### config.mk
export PLATFORM = sky130hd
export DESIGN_NAME = uhr_top
export DESIGN_NICKNAME = d
export VERILOG_FILES = /design/src/verilog/uhr_pkg.sv /design/src/verilog/uhr_top.sv
export SDC_FILE = /design/constraint.sdc
export NUM_CORES = 1
export LEC_CHECK = 0
export ABC_AREA = 1
export BUFFER_PORTS_ARGS = -buffer_cell sky130_fd_sc_hd__buf_4
export CAP_MARGIN = 20
export CORE_MARGIN = 4
export CORE_UTILIZATION = 40
export DETAILED_ROUTE_END_ITERATION = 7
export GPL_TIMING_DRIVEN = 0
export PLACE_DENSITY = 0.64
export SLEW_MARGIN = 20
export SYNTH_ARGS = -nofsm -noshare
export SYNTH_HDL_FRONTEND = slang
export SYNTH_HIERARCHICAL = 1
export SYNTH_SLANG_ARGS = --single-unit
### constraint.sdc
create_clock -name clk_sys -period 3.35 [get_ports clk_sys]
set_input_delay 0.335 -clock clk_sys [delete_from_list [all_inputs] [get_ports clk_sys]]
set_output_delay 0.335 -clock clk_sys [all_outputs]
set_load 0.02 [all_outputs]
### src/verilog/uhr_pkg.sv
// Constants shared by the UART holding-register and interrupt-mask channel
package uhr_pkg;
    // Register addresses on the three-bit parallel address bus
    localparam logic [2:0] ADDR_HOLD   = 3'h0;
    localparam logic [2:0] ADDR_IMASK  = 3'h1;
    localparam logic [2:0] ADDR_FCTL   = 3'h2;
    localparam logic [2:0] ADDR_LSTAT  = 3'h5;
    // Reset values
    localparam logic [7:0] IMASK_RST   = 8'h00;
    localparam logic [1:0] TRIG_RST    = 2'h0;
    // Interrupt-mask bit positions
    localparam int IM_RX    = 0;
    localparam int IM_TX    = 1;
    localparam int IM_LINE  = 2;
    localparam int IM_MODEM = 3;
    // FIFO-control bit positions
    localparam int FC_EN     = 0;
    localparam int FC_RXRST  = 1;
    localparam int FC_TXRST  = 2;
    localparam int FC_TRIG_L = 6;
    // Line-status bit positions
    localparam int LS_DR   = 0;
    localparam int LS_OE   = 1;
    localparam int LS_PE   = 2;
    localparam int LS_FE   = 3;
    localparam int LS_BI   = 4;
    localparam int LS_THRE = 5;
    localparam int LS_TEMT = 6;
    localparam int LS_FERR = 7;
    // Interrupt-source codes, low nibble
    localparam logic [3:0] SRC_NONE  = 4'h1;
    localparam logic [3:0] SRC_LINE  = 4'h6;
    localparam logic [3:0] SRC_RX    = 4'h4;
    localparam logic [3:0] SRC_TX    = 4'h2;
    localparam logic [3:0] SRC_MODEM = 4'h0;
    // Receive trigger levels for field codes 0 to 3
    localparam logic [4:0] TRIG_LVL0 = 5'h01;
    localparam logic [4:0] TRIG_LVL1 = 5'h04;
    localparam logic [4:0] TRIG_LVL2 = 5'h08;
    localparam logic [4:0] TRIG_LVL3 = 5'h0e;
    // Timing: system clock and default line rate
    localparam int CLK_HZ   = 50000000;
    localparam int BAUD_BPS = 115200;
    localparam int TICK_DIV = CLK_HZ / (BAUD_BPS * 16);
    // Sample points in 16x ticks
    localparam logic [3:0] START_MID = 4'h7;
    localparam logic [3:0] BIT_END   = 4'hf;
    localparam int DATA_BITS = 8;
    typedef enum logic [1:0]
    {
        RX_IDLE  = 2'b00,
        RX_START = 2'b01,
        RX_DATA  = 2'b10,
        RX_STOP  = 2'b11
    } uhr_rx_state_type;
endpackage

### src/verilog/uhr_top.sv
// UART channel: holding registers, shifters, start validation, interrupt mask
// Function
// [RQ1] One 8-bit holding stage feeds separate shifter
// [RQ2] Holding write passes bus byte to shifter
// [RQ3] Holding-empty flag sets on empty or transfer
// [RQ4] FIFO mode: flag zero when full only
// [RQ5] Holding read returns and removes oldest character
// [RQ6] Falling edge, count 16x, validate low centre
// [RQ7] Mask bits seven to four read zero
// [RQ8] Mask bit three gates modem-change interrupt
// [RQ9] Mask bit two gates receive-error interrupt
// [RQ10] Mask bit one gates transmit-empty interrupt
// [RQ11] Mask bit zero gates receive-ready interrupt
// [RQ12] Source shows receive trigger, clears below it
// [RQ13] Data-ready sets on push, clears when empty
// [RQ14] Transmit-empty interrupt cleared by source read, write
// [RQ15] All mask bits clear means no interrupt
// [RQ16] Polled status bits report errors and emptiness
// [RQ17] Enabled sources drive this channel's interrupt pin
// [RQ18] FIFO-enable bit selects single-character or FIFO operation
// [RQ19] Two-bit field selects receive trigger level
// [RQ20] Failed start bit discarded, search resumes
`timescale 1ns/1ns

module uhr_fifo
#(
    parameter int WIDTH = 8,
    parameter int DEPTH = 16
)
(
    input  wire logic                         clk_sys,   // System clock
    input  wire logic                         nrst,      // Async reset, low
    input  wire logic                         flush,     // Empty the buffer
    input  wire logic                         in_valid,  // Write request
    output logic                              in_ready,  // Space available
    input  wire logic [WIDTH-1:0]             in_data,   // Write data
    output logic                              out_valid, // Head valid
    input  wire logic                         out_ready, // Pop head
    output logic [WIDTH-1:0]                  out_data,  // Head data
    output logic [$clog2(DEPTH):0]            count      // Fill level
);
    localparam int AW = $clog2(DEPTH);
    logic [WIDTH-1:0] mem [DEPTH];
    logic [AW-1:0]    wptr_ff;
    logic [AW-1:0]    rptr_ff;
    logic [AW:0]      cnt_ff;
    wire              push = in_valid && in_ready;
    wire              pop  = out_valid && out_ready;

    assign in_ready  = (cnt_ff != (AW+1)'(DEPTH));
    assign out_valid = (cnt_ff != '0);
    assign out_data  = mem[rptr_ff];
    assign count     = cnt_ff;

    always_ff @(posedge clk_sys)
    begin
        if (push)
            mem[wptr_ff] <= in_data;
    end

    always_ff @(posedge clk_sys or negedge nrst)
    begin
        if (!nrst)
        begin
            wptr_ff <= '0;
            rptr_ff <= '0;
            cnt_ff  <= '0;
        end
        else if (flush)
        begin
            wptr_ff <= '0;
            rptr_ff <= '0;
            cnt_ff  <= '0;
        end
        else
        begin
            wptr_ff <= push ? wptr_ff + 1'b1 : wptr_ff;
            rptr_ff <= pop ? rptr_ff + 1'b1 : rptr_ff;
            cnt_ff  <= cnt_ff + (AW+1)'(push) - (AW+1)'(pop);
        end
    end
endmodule

module uhr_top
#(
    parameter int DEPTH    = 16,
    parameter int TICK_DIV = uhr_pkg::TICK_DIV
)
(
    input  wire logic       clk_sys,        // System clock, 50 MHz
    input  wire logic       nrst,           // Async reset, low
    input  wire logic       cs_n,           // Chip select, low
    input  wire logic [2:0] addr,           // Register address
    input  wire logic       rd_stb,         // Read strobe, one cycle
    input  wire logic       wr_stb,         // Write strobe, one cycle
    input  wire logic [7:0] wdata,          // Write data bus
    output logic      [7:0] rdata,          // Read data, registered
    input  wire logic [3:0] modem_delta,    // Modem change indicators
    input  wire logic       rxd,            // Serial receive line
    output logic            txd,            // Serial transmit line
    output logic            irq_channel_one,// Channel interrupt, high
    output logic            tx_space_ready, // Holding stage can take a byte
    output logic            rx_data_ready   // Receive data present
);
    localparam int CW = $clog2(DEPTH) + 1;

    logic [7:0]  imask_ff;
    logic        fifo_en_ff;
    logic [1:0]  trig_ff;
    logic [7:0]  rdata_ff;
    logic        overrun_ff;
    logic        ferr_ff;
    logic        tx_irq_ff;
    logic [15:0] div_ff;
    logic        tick_ff;
    logic        rxd_prev_ff;
    uhr_pkg::uhr_rx_state_type rx_st_ff;
    uhr_pkg::uhr_rx_state_type nxt_rx_st;
    logic [3:0]  rx_sub_ff;
    logic [3:0]  rx_bit_ff;
    logic [7:0]  rx_sh_ff;
    logic        tx_busy_ff;
    logic [9:0]  tx_sh_ff;
    logic [3:0]  tx_sub_ff;
    logic [3:0]  tx_bit_ff;

    // Bus decode
    wire sel        = !cs_n;
    wire wr_hold    = sel && wr_stb && (addr == uhr_pkg::ADDR_HOLD);
    wire wr_imask   = sel && wr_stb && (addr == uhr_pkg::ADDR_IMASK);
    wire wr_fctl    = sel && wr_stb && (addr == uhr_pkg::ADDR_FCTL);
    wire rd_hold    = sel && rd_stb && (addr == uhr_pkg::ADDR_HOLD);
    wire rd_src     = sel && rd_stb && (addr == uhr_pkg::ADDR_FCTL);
    wire rd_lstat   = sel && rd_stb && (addr == uhr_pkg::ADDR_LSTAT);
    // Toggling the FIFO enable also flushes, so stale bytes never cross modes
    wire mode_chg   = wr_fctl && (wdata[uhr_pkg::FC_EN] != fifo_en_ff);
    wire tx_flush   = wr_fctl && (wdata[uhr_pkg::FC_TXRST] || mode_chg);
    wire rx_flush   = wr_fctl && (wdata[uhr_pkg::FC_RXRST] || mode_chg);

    // Transmit path
    logic          tx_fifo_ready;
    logic          tx_valid;
    logic [7:0]    tx_head;
    logic [CW-1:0] tx_count;
    wire           tx_pop    = tx_valid && !tx_busy_ff;                     // [RQ1]
    // Without FIFOs only one character fits in the holding stage
    wire           tx_room   = fifo_en_ff ? tx_fifo_ready : (tx_count == '0); // [RQ18]
    wire           tx_push   = wr_hold && tx_room;                          // [RQ2]
    wire           tx_empty  = (tx_count == '0);

    uhr_fifo #(.WIDTH(8), .DEPTH(DEPTH)) u_tx_fifo
    (
        .clk_sys   (clk_sys),
        .nrst      (nrst),
        .flush     (tx_flush),
        .in_valid  (tx_push),
        .in_ready  (tx_fifo_ready),
        .in_data   (wdata),
        .out_valid (tx_valid),
        .out_ready (!tx_busy_ff),
        .out_data  (tx_head),
        .count     (tx_count)
    );

    // Receive path, entries carry data plus framing and break flags
    logic          rx_fifo_ready;
    logic          rx_valid;
    logic [9:0]    rx_head;
    logic [CW-1:0] rx_count;
    logic          rx_push_req;
    logic [9:0]    rx_word;
    wire           rx_room   = fifo_en_ff ? rx_fifo_ready : (rx_count == '0);
    wire           rx_push   = rx_push_req && rx_room;
    wire           rx_lost   = rx_push_req && !rx_room;
    wire           rx_pop    = rd_hold && rx_valid;                         // [RQ5]
    wire           head_fe   = rx_valid && rx_head[8];
    wire           head_bi   = rx_valid && rx_head[9];

    uhr_fifo #(.WIDTH(10), .DEPTH(DEPTH)) u_rx_fifo
    (
        .clk_sys   (clk_sys),
        .nrst      (nrst),
        .flush     (rx_flush),
        .in_valid  (rx_push),
        .in_ready  (rx_fifo_ready),
        .in_data   (rx_word),
        .out_valid (rx_valid),
        .out_ready (rx_pop),
        .out_data  (rx_head),
        .count     (rx_count)
    );

    // Status and interrupt sources
    wire [4:0] trig_lvl = (trig_ff == 2'h0) ? uhr_pkg::TRIG_LVL0 :
                          (trig_ff == 2'h1) ? uhr_pkg::TRIG_LVL1 :
                          (trig_ff == 2'h2) ? uhr_pkg::TRIG_LVL2 :
                                              uhr_pkg::TRIG_LVL3;           // [RQ19]
    wire rx_at_trig  = (CW'(trig_lvl) <= rx_count);
    wire rx_src      = fifo_en_ff ? rx_at_trig : rx_valid;                  // [RQ12]
    wire line_err    = overrun_ff || head_fe || head_bi;
    wire src_line    = imask_ff[uhr_pkg::IM_LINE] && line_err;              // [RQ9]
    wire src_rx      = imask_ff[uhr_pkg::IM_RX] && rx_src;                  // [RQ11]
    wire src_tx      = imask_ff[uhr_pkg::IM_TX] && tx_irq_ff;               // [RQ10]
    wire src_modem   = imask_ff[uhr_pkg::IM_MODEM] && (|modem_delta);       // [RQ8]
    wire [3:0] src_code = src_line  ? uhr_pkg::SRC_LINE  :
                          src_rx    ? uhr_pkg::SRC_RX    :
                          src_tx    ? uhr_pkg::SRC_TX    :
                          src_modem ? uhr_pkg::SRC_MODEM : uhr_pkg::SRC_NONE;
    wire tx_src_read = rd_src && (src_code == uhr_pkg::SRC_TX);
    // Transmit-empty event: the shifter took the last queued byte
    wire tx_drained  = tx_pop && (tx_count == CW'(1)) && !tx_push;
    wire thre        = fifo_en_ff ? tx_fifo_ready : tx_empty;               // [RQ3] [RQ4]
    wire temt        = tx_empty && !tx_busy_ff;
    wire [7:0] lstat = {ferr_ff, temt, thre, head_bi, head_fe, 1'b0,
                        overrun_ff, rx_valid};                              // [RQ13] [RQ16]
    wire [7:0] src_reg = {fifo_en_ff, fifo_en_ff, 2'b00, src_code};
    wire [7:0] rd_mux  = (addr == uhr_pkg::ADDR_HOLD)  ? rx_head[7:0] :
                         (addr == uhr_pkg::ADDR_IMASK) ? imask_ff :
                         (addr == uhr_pkg::ADDR_FCTL)  ? src_reg :
                         (addr == uhr_pkg::ADDR_LSTAT) ? lstat : 8'h00;

    assign irq_channel_one = src_line || src_rx || src_tx || src_modem;     // [RQ15] [RQ17]
    assign rdata           = rdata_ff;
    assign tx_space_ready  = tx_room;
    assign rx_data_ready   = rx_valid;
    assign txd             = tx_sh_ff[0];

    // Register file
    always_ff @(posedge clk_sys or negedge nrst)
    begin
        if (!nrst)
        begin
            imask_ff   <= uhr_pkg::IMASK_RST;
            fifo_en_ff <= 1'b0;
            trig_ff    <= uhr_pkg::TRIG_RST;
            rdata_ff   <= 8'h00;
        end
        else
        begin
            if (wr_imask)
                imask_ff <= {4'h0, wdata[3:0]};                             // [RQ7]
            if (wr_fctl)
            begin
                fifo_en_ff <= wdata[uhr_pkg::FC_EN];                        // [RQ18]
                trig_ff    <= wdata[uhr_pkg::FC_TRIG_L+1:uhr_pkg::FC_TRIG_L];
            end
            if (sel && rd_stb)
                rdata_ff <= rd_mux;
        end
    end

    // Sticky status; a new event in the clearing cycle wins
    always_ff @(posedge clk_sys or negedge nrst)
    begin
        if (!nrst)
        begin
            overrun_ff <= 1'b0;
            ferr_ff    <= 1'b0;
            tx_irq_ff  <= 1'b0;
        end
        else
        begin
            overrun_ff <= rx_lost || (overrun_ff && !rd_lstat);
            ferr_ff    <= (rx_push && (rx_word[8] || rx_word[9])) || (ferr_ff && !rd_lstat);
            tx_irq_ff  <= tx_drained || (tx_irq_ff && !tx_src_read && !tx_push); // [RQ14]
        end
    end

    // 16x sample tick
    always_ff @(posedge clk_sys or negedge nrst)
    begin
        if (!nrst)
        begin
            div_ff  <= 16'h0000;
            tick_ff <= 1'b0;
        end
        else
        begin
            tick_ff <= (div_ff == 16'(TICK_DIV - 1));
            div_ff  <= (div_ff == 16'(TICK_DIV - 1)) ? 16'h0000 : div_ff + 16'h0001;
        end
    end

    // Receiver: 8 data bits, one stop bit, no parity
    always_comb
    begin
        nxt_rx_st   = rx_st_ff;
        rx_push_req = 1'b0;
        rx_word     = {!rxd && (rx_sh_ff == 8'h00), !rxd, rx_sh_ff};
        unique case (rx_st_ff)
            uhr_pkg::RX_IDLE:
                if (rxd_prev_ff && !rxd)
                    nxt_rx_st = uhr_pkg::RX_START;                          // [RQ6]
            uhr_pkg::RX_START:
                if (tick_ff && rx_sub_ff == uhr_pkg::START_MID)
                    nxt_rx_st = rxd ? uhr_pkg::RX_IDLE : uhr_pkg::RX_DATA;  // [RQ6] [RQ20]
            uhr_pkg::RX_DATA:
                if (tick_ff && rx_sub_ff == uhr_pkg::BIT_END
                    && rx_bit_ff == 4'(uhr_pkg::DATA_BITS - 1))
                    nxt_rx_st = uhr_pkg::RX_STOP;
            uhr_pkg::RX_STOP:
                if (tick_ff && rx_sub_ff == uhr_pkg::BIT_END)
                begin
                    nxt_rx_st   = uhr_pkg::RX_IDLE;
                    rx_push_req = 1'b1;
                end
        endcase
    end

    always_ff @(posedge clk_sys or negedge nrst)
    begin
        if (!nrst)
        begin
            rx_st_ff    <= uhr_pkg::RX_IDLE;
            rxd_prev_ff <= 1'b1;
            rx_sub_ff   <= 4'h0;
            rx_bit_ff   <= 4'h0;
            rx_sh_ff    <= 8'h00;
        end
        else
        begin
            rx_st_ff    <= nxt_rx_st;
            rxd_prev_ff <= rxd;
            if (rx_st_ff == uhr_pkg::RX_IDLE || nxt_rx_st != rx_st_ff)
            begin
                rx_sub_ff <= 4'h0;
                if (rx_st_ff != uhr_pkg::RX_DATA)
                    rx_bit_ff <= 4'h0;
            end
            else if (tick_ff)
                rx_sub_ff <= rx_sub_ff + 4'h1;
            if (rx_st_ff == uhr_pkg::RX_DATA && tick_ff && rx_sub_ff == uhr_pkg::BIT_END)
            begin
                rx_sh_ff  <= {rxd, rx_sh_ff[7:1]};
                rx_bit_ff <= rx_bit_ff + 4'h1;
            end
        end
    end

    // Transmitter shifter: start, 8 data bits lsb first, stop
    always_ff @(posedge clk_sys or negedge nrst)
    begin
        if (!nrst)
        begin
            tx_busy_ff <= 1'b0;
            tx_sh_ff   <= 10'h3ff;
            tx_sub_ff  <= 4'h0;
            tx_bit_ff  <= 4'h0;
        end
        else if (tx_pop)
        begin
            tx_busy_ff <= 1'b1;
            tx_sh_ff   <= {1'b1, tx_head, 1'b0};                            // [RQ1]
            tx_sub_ff  <= 4'h0;
            tx_bit_ff  <= 4'h0;
        end
        else if (tx_busy_ff && tick_ff)
        begin
            tx_sub_ff <= tx_sub_ff + 4'h1;
            if (tx_sub_ff == uhr_pkg::BIT_END)
            begin
                tx_sh_ff  <= {1'b1, tx_sh_ff[9:1]};
                tx_bit_ff <= tx_bit_ff + 4'h1;
                if (tx_bit_ff == 4'(uhr_pkg::DATA_BITS + 1))
                    tx_busy_ff <= 1'b0;
            end
        end
    end
endmodule

## Word level (Yosys, flattened, before mapping)

Memory sizes are Yosys's and may differ from the RTL's.
Cells that the tools add are included.

- Bits in registers: 99
- Bits in writable memories: 288
- Memories kept: 2

- $add $sub $neg: 13
- $lt $le $gt $ge: 1
- Eq/ne operators: 21
- Muxes and demuxes: 54
- Reduce and logical (&&, ||, !) cells: 83

Memory list:

| name | words | bits a word | rd ports | clocked after Yosys merged registers in | wr ports | RTL line | text |
|---|---|---|---|---|---|---|---|
| u_rx_fifo.mem | 16 | 10 | 1 | 0 | 1 | uhr_top.sv:43 | `logic [WIDTH-1:0] mem [DEPTH];` |
| u_tx_fifo.mem | 16 | 8 | 1 | 0 | 1 | uhr_top.sv:43 |  |

Operators with widths:

| kind | count |
|---|---|
| $mux W4 | 20 |
| $logic_and A1 B1 Y1 | 42 |
| $add A4 B1 Y4 const B | 8 |
| $mux W8 | 4 |
| $mux W10 | 3 |
| $reduce_bool A2 Y1 | 10 |
| $add A16 B1 Y16 const B | 1 |
| $eq A16 B5 Y1 const B | 1 |
| $mux W16 | 1 |
| $mux W1 | 14 |
| $eq A4 B4 Y1 const B | 3 |
| $logic_or A1 B1 Y1 | 12 |
| $mux W2 | 6 |
| $add A5 B1 Y5 | 2 |
| $logic_not A5 Y1 | 2 |
| $mux W5 | 2 |
| $ne A5 B5 Y1 const B | 2 |
| $reduce_bool A5 Y1 | 2 |
| $sub A5 B1 Y5 | 2 |
| $mux W3 | 3 |
| $eq A4 B3 Y1 const B | 2 |
| $logic_not A8 Y1 | 1 |
| $pmux W2 S4 | 1 |
| $logic_not A1 Y1 | 7 |
| 15 further kinds | 21 |

## Depth between registers and ports, before layout

- Depth in word-level cells: 15
- Depth in mapped cells: 19

## Modules after synthesis

Netlist, hierarchy kept.

Modules (own cells, without submodules):

| module | instances | cells each | area an instance (um^2) |
|---|---|---|---|
| uhr_fifo at u_rx_fifo | 1 | 751 | 7592.3 |
| uhr_fifo at u_tx_fifo | 1 | 641 | 6369.9 |
| uhr_top | 1 | 465 | 3792.4 |

## Least setup slack after synthesis

OpenSTA, ideal clock, no wires.

- Path type: flip-flop to flip-flop
- Start: register u_rx_fifo.cnt_ff[2], in the netlist u_rx_fifo/count[2]
- End: register u_rx_fifo.cnt_ff[4], in the netlist u_rx_fifo/count[4]
- Library setup time: 0.119 ns
- Arrival: 2.832 ns
- Data required time: 3.231 ns
- Setup slack: 0.399 ns
- Cell stages (with the launch flop): 16
- Cell sequence: dfrtp_1 > inv_1 > ha_1 > nand4_1 > inv_1 > nor3_1 > nand2_1 > inv_1 > ha_1 > inv_1 > ha_1 > inv_1 > fa_1 > nand3b_1 > a21oi_1 > nor2_1

- Elaborated cells on any way between the ends: 11

RTL lines:

| element | RTL line | text |
|---|---|---|
| from (decl) | uhr_top.sv:46 | `logic [AW:0] cnt_ff;` |
| from (signal assigned) | uhr_top.sv:79 | `cnt_ff <= cnt_ff + (AW+1)'(push) - (AW+1)'(pop);` |
| $reduce_bool A5 Y1 | uhr_top.sv:51 | `assign out_valid = (cnt_ff != '0);` |
| net rx_data_ready | uhr_top.sv:103 | `output logic rx_data_ready` |
| $logic_and A1 B1 Y1 | uhr_top.sv:175 | `wire rx_pop = rd_hold && rx_valid;` |
| net rx_pop | uhr_top.sv:175 |  |
| $logic_and A1 B1 Y1 | uhr_top.sv:48 | `wire pop = out_valid && out_ready;` |
| $sub A5 B1 Y5 | uhr_top.sv:79 |  |
| $mux W5 | uhr_top.sv:69 | `else if (flush)` |

The timed path passes the listed nets, and every way through them passes these cells.
A chain may end at the register's enable or synchronous reset.

## Worst setup path after layout

- Start: register u_rx_fifo.rptr_ff[2]
- End: output irq_channel_one

- Word-level cells in the longest chain between the ends: 8
- Elaborated cells on any way between the ends: 9

RTL lines:

| element | RTL line | text |
|---|---|---|
| from (decl) | uhr_top.sv:45 | `logic [AW-1:0] rptr_ff;` |
| from (signal assigned) | uhr_top.sv:78 | `rptr_ff <= pop ? rptr_ff + 1'b1 : rptr_ff;` |
| $mem_v2 Z16 W10 | -- |  |
| net rx_head[8] | uhr_top.sv:168 | `logic [9:0] rx_head;` |
| $logic_and A1 B1 Y1 | uhr_top.sv:176 | `wire head_fe = rx_valid && rx_head[8];` |
| $logic_or A1 B1 Y1 (2 in series) | uhr_top.sv:200 | `wire line_err = overrun_ff \|\| head_fe \|\| head_bi;` |
| $logic_and A1 B1 Y1 | uhr_top.sv:201 | `wire src_line = imask_ff[uhr_pkg::IM_LINE] && line_err;` |
| $logic_or A1 B1 Y1 (3 in series) | uhr_top.sv:222 | `assign irq_channel_one = src_line \|\| src_rx \|\| src_tx \|\| src_modem;` |
| to (decl) | uhr_top.sv:101 | `output logic irq_channel_one,` |

The timed path passes the listed nets, and every way through them passes these cells.

==> results.cfg <==
[run_status]
status = finished clean

[logic_synthesis]
synth.top_cell.area_share = 0.487
syn_avg_cell_area_um2 = 9.56
yosys-top-cells-area = edfxtp_1, dfrtp_1, nand2_1
ys_warn_count = 6
synth_top_cell_by_area = edfxtp_1
synth_cell_types = 41
syn-instance-count = 1857
synth_fp_nets = 1913
ys_seq_area_frac = 0.626
netlist_area_um2 = 17800
ys_ff_latch = 386

[pwr]
p_per_area_nw_per_um2 = 624
max-vdd-ir-drop_uv = 396
p_leak_nw = 8.93

[worst_setup_path]
slowest_stage = dfrtp_1
critPathKind = flip-flop to output pin
path_delay_family = simple AND/OR/NAND/NOR gates
r2r-start = u_rx_fifo/count[2]
end_kind = output pin
required_ns = 3.01
worstSetupPathDepth = 13
crit_chain = inv_1, nor2_1, buf_2, nand3_1, nand2_1, nor2_1, nand2_1, nand2_1, nand2_1, nand3_1, nand2_1, nand3_1, buf_4
cp.arrival_ns = 2.81
regToRegSetupSlack_ns = 0.26
slowest_delay_ns = 0.43
r2r-end = u_rx_fifo/count[4]
critPathMaxFanout = 10
cp-start-kind = flip-flop
rr_worst_depth = 15
critical_path.most_common_cell = nand2_1
crit_buf_inv = 3

[clock_tree]
clock_path_buffers = 3
cts_tree = yes
cts.sinks = 386
clkTransAtPathRegs_ns = 0.07
cts-buffers-inserted = 42
htreeDepth = 2
clkLatencyLatePin_ns = 0.56
cts-root-buf = clkbuf_16

[flow_run]
max-cap-violations = 0

[sta]
rsz0062_at_grt = true
period_share = 0.938
fin_setup_tns_ns = 0
setup_slack_ns = 0.206
slew_viol_final = 0
timing.fmax_mhz = 318
hold_violations = 0
finalClockSkew_ns = 0.0242
worst_pin_slew_ns = 0.929
finalSetupViolCount = 0
post-route-min-period_ns = 3.14
relSlewSlack = 0.378

[routing]
vias = 12600
finalWirelength_um = 41600
first_pass_iters = 5
drt_iter0_drc = 1010
vias_per_cell = 4.93
wl_per_cell_um = 16.3
final_antenna_net_count = 0
drcViolationCount = 0

[global_routing]
antenna_found_initial = 0
grt_pass1_vias = 12100
overflow = 0
grt_max_degree = 99
grt_first_pass_wirelength_um = 66200
grtUsageTotal = 0.176

[final_layout]
finalNetCount = 1994
layout_common_cells = nand2_1, edfxtp_1, inv_1
layout-drive-gt1-share = 0.0944
fin_area_um2 = 20200
diodes = 0
area_delta_synth_final_pct = 13.9
layout_commonest_cell = nand2_1
final_util = 0.465

[placement]
place.gp.congestion = 0.897
numPortBuffers = 32
pre_cts_slack_ns = 0.0125
dp_hpwl_um = 28300
place_area_um2 = 18700

[die]
row_count = 76
die_x_um = 219
ios = 33
chipHeight_um = 219
die-area_um2 = 47800
initial_core_util = 0.409
core_um2 = 43500

[min_path]
holdCritPathClass = input port to flip-flop
holdPathStages = 1
hold-path-endpoint = u_tx_fifo/mem[6][4]
hp-start = wdata[4]
==> registers in the layout, summed over array words and instances (netlist names), 2 cells and up <==
signal	count
u_rx_fifo/mem	160
u_tx_fifo/mem	128
div_ff	16
tx_sh_ff	9
rdata	8
rx_sh_ff	8
u_rx_fifo/count	5
u_tx_fifo/count	5
imask_ff	4
rx_bit_ff	4
rx_sub_ff	4
tx_bit_ff	4
tx_sub_ff	4
u_rx_fifo/rptr_ff	4
u_rx_fifo/wptr_ff	4
u_tx_fifo/rptr_ff	4
u_tx_fifo/wptr_ff	4
rx_st_ff	2
trig_ff	2
==> routing by layer <==
layer | up-vias | wire length (um) | track usage
li1 | 6164 | - | -
met1 | 6018 | 19100 | 0.255
met2 | 361 | 19000 | 0.275
met3 | 62 | 2610 | 0.0341
met4 | 0 | 911 | 0.0468
met5 | - | 0 | 0
==> area by class of cell <==
class                   count  area, um2
repair buffers             37        287
clock buffers              49       1100
well taps                 585        732
plain buffers              66        335
inverters                 283       1060
fillers                  4041      23200
multi-input cells        1122       5270
flip-flops and latches    386      11100
clock inverters            28        322
==> stage by stage <==
stage               hold slack, ns  cells  total power [mW]
global route                 0.135   2556              13.3
CTS                          0.129   2554              12.7
floorplan                   0.0394   1857              7.11
finish                       0.149   2556              12.6
global placement             0.457   2474              7.86
detailed placement           0.459   2475              7.91
==> where the power goes <==
group	leakage, nW	switching (mW)	internal, mW	total, mW
combinational	4.61	1.63	0.778	2.41
clock	0.693	1.87	2.89	4.76
sequential	3.62	0.186	5.27	5.46
==> Yosys cell counts (all sizes together) <==
library cell / number
nor2: 150
inv: 282
o31ai: 1
o221ai: 6
nand3b: 1
edfxtp: 288
o211ai: 4
mux2: 3
nand3: 221
nor4: 5
ha: 33
a21oi: 26
dfrtp: 88
nand4: 18
dfstp: 10
or2: 2
xor2: 23
nor3: 7
nor3b: 2
a221oi: 1
nand2: 576
clkbuf: 19
fa: 2
o21ai: 34
xnor2: 3
buf: 47
o22ai: 3
clkinv: 1
o31a: 1
==> worst register-to-register path: stages, from the launching register on <==
cell      delay (ns)
dfrtp_1         0.40
inv_1           0.08
ha_1            0.22
nand4_1         0.21
inv_1           0.12
nor3_2          0.34
nand2_1         0.22
inv_1           0.10
ha_1            0.22
inv_1           0.06
ha_1            0.15
inv_1           0.05
fa_1            0.39
nand3b_1        0.20
a21oi_1         0.16
nor2_1          0.06
==> kinds of logic (layout without fill, tap and decap cells) <==
family	count (synthesis)	after routing	synth area share
compound gates	76	76	0.0242
fa+ha+maj	35	35	0.0255
mux	3	3	0.00190
buf+inv	349	463	0.0786
xor+xnor	26	26	0.0128
flops	386	386	0.626
simple gates	982	982	0.231
==> repair_timing <==
action	in CTS	in global routing
setup endpoints to repair	1	53
pin swaps	0	1
hold endpoints to repair	89	0
hold buffers	2	0
gates resized for setup	1	12
buffers inserted	0	2
==> worst max path at each step <==
stage,startpoint,endpoint,slack (ns)
5_1_grt,u_rx_fifo/count[3],u_rx_fifo/mem[11][7],-0.003
2_1_floorplan,u_rx_fifo/count[2],u_rx_fifo/count[4],0.40
3_5_place_dp,u_rx_fifo/count[2],u_rx_fifo/count[4],0.01
3_3_place_gp,u_rx_fifo/count[3],u_rx_fifo/count[4],0.06
4_1_cts,u_rx_fifo/count[2],u_rx_fifo/count[4],0.14
6_report,u_rx_fifo/rptr_ff[2],irq_channel_one,0.21
Power figures use the tool's default switching activity.
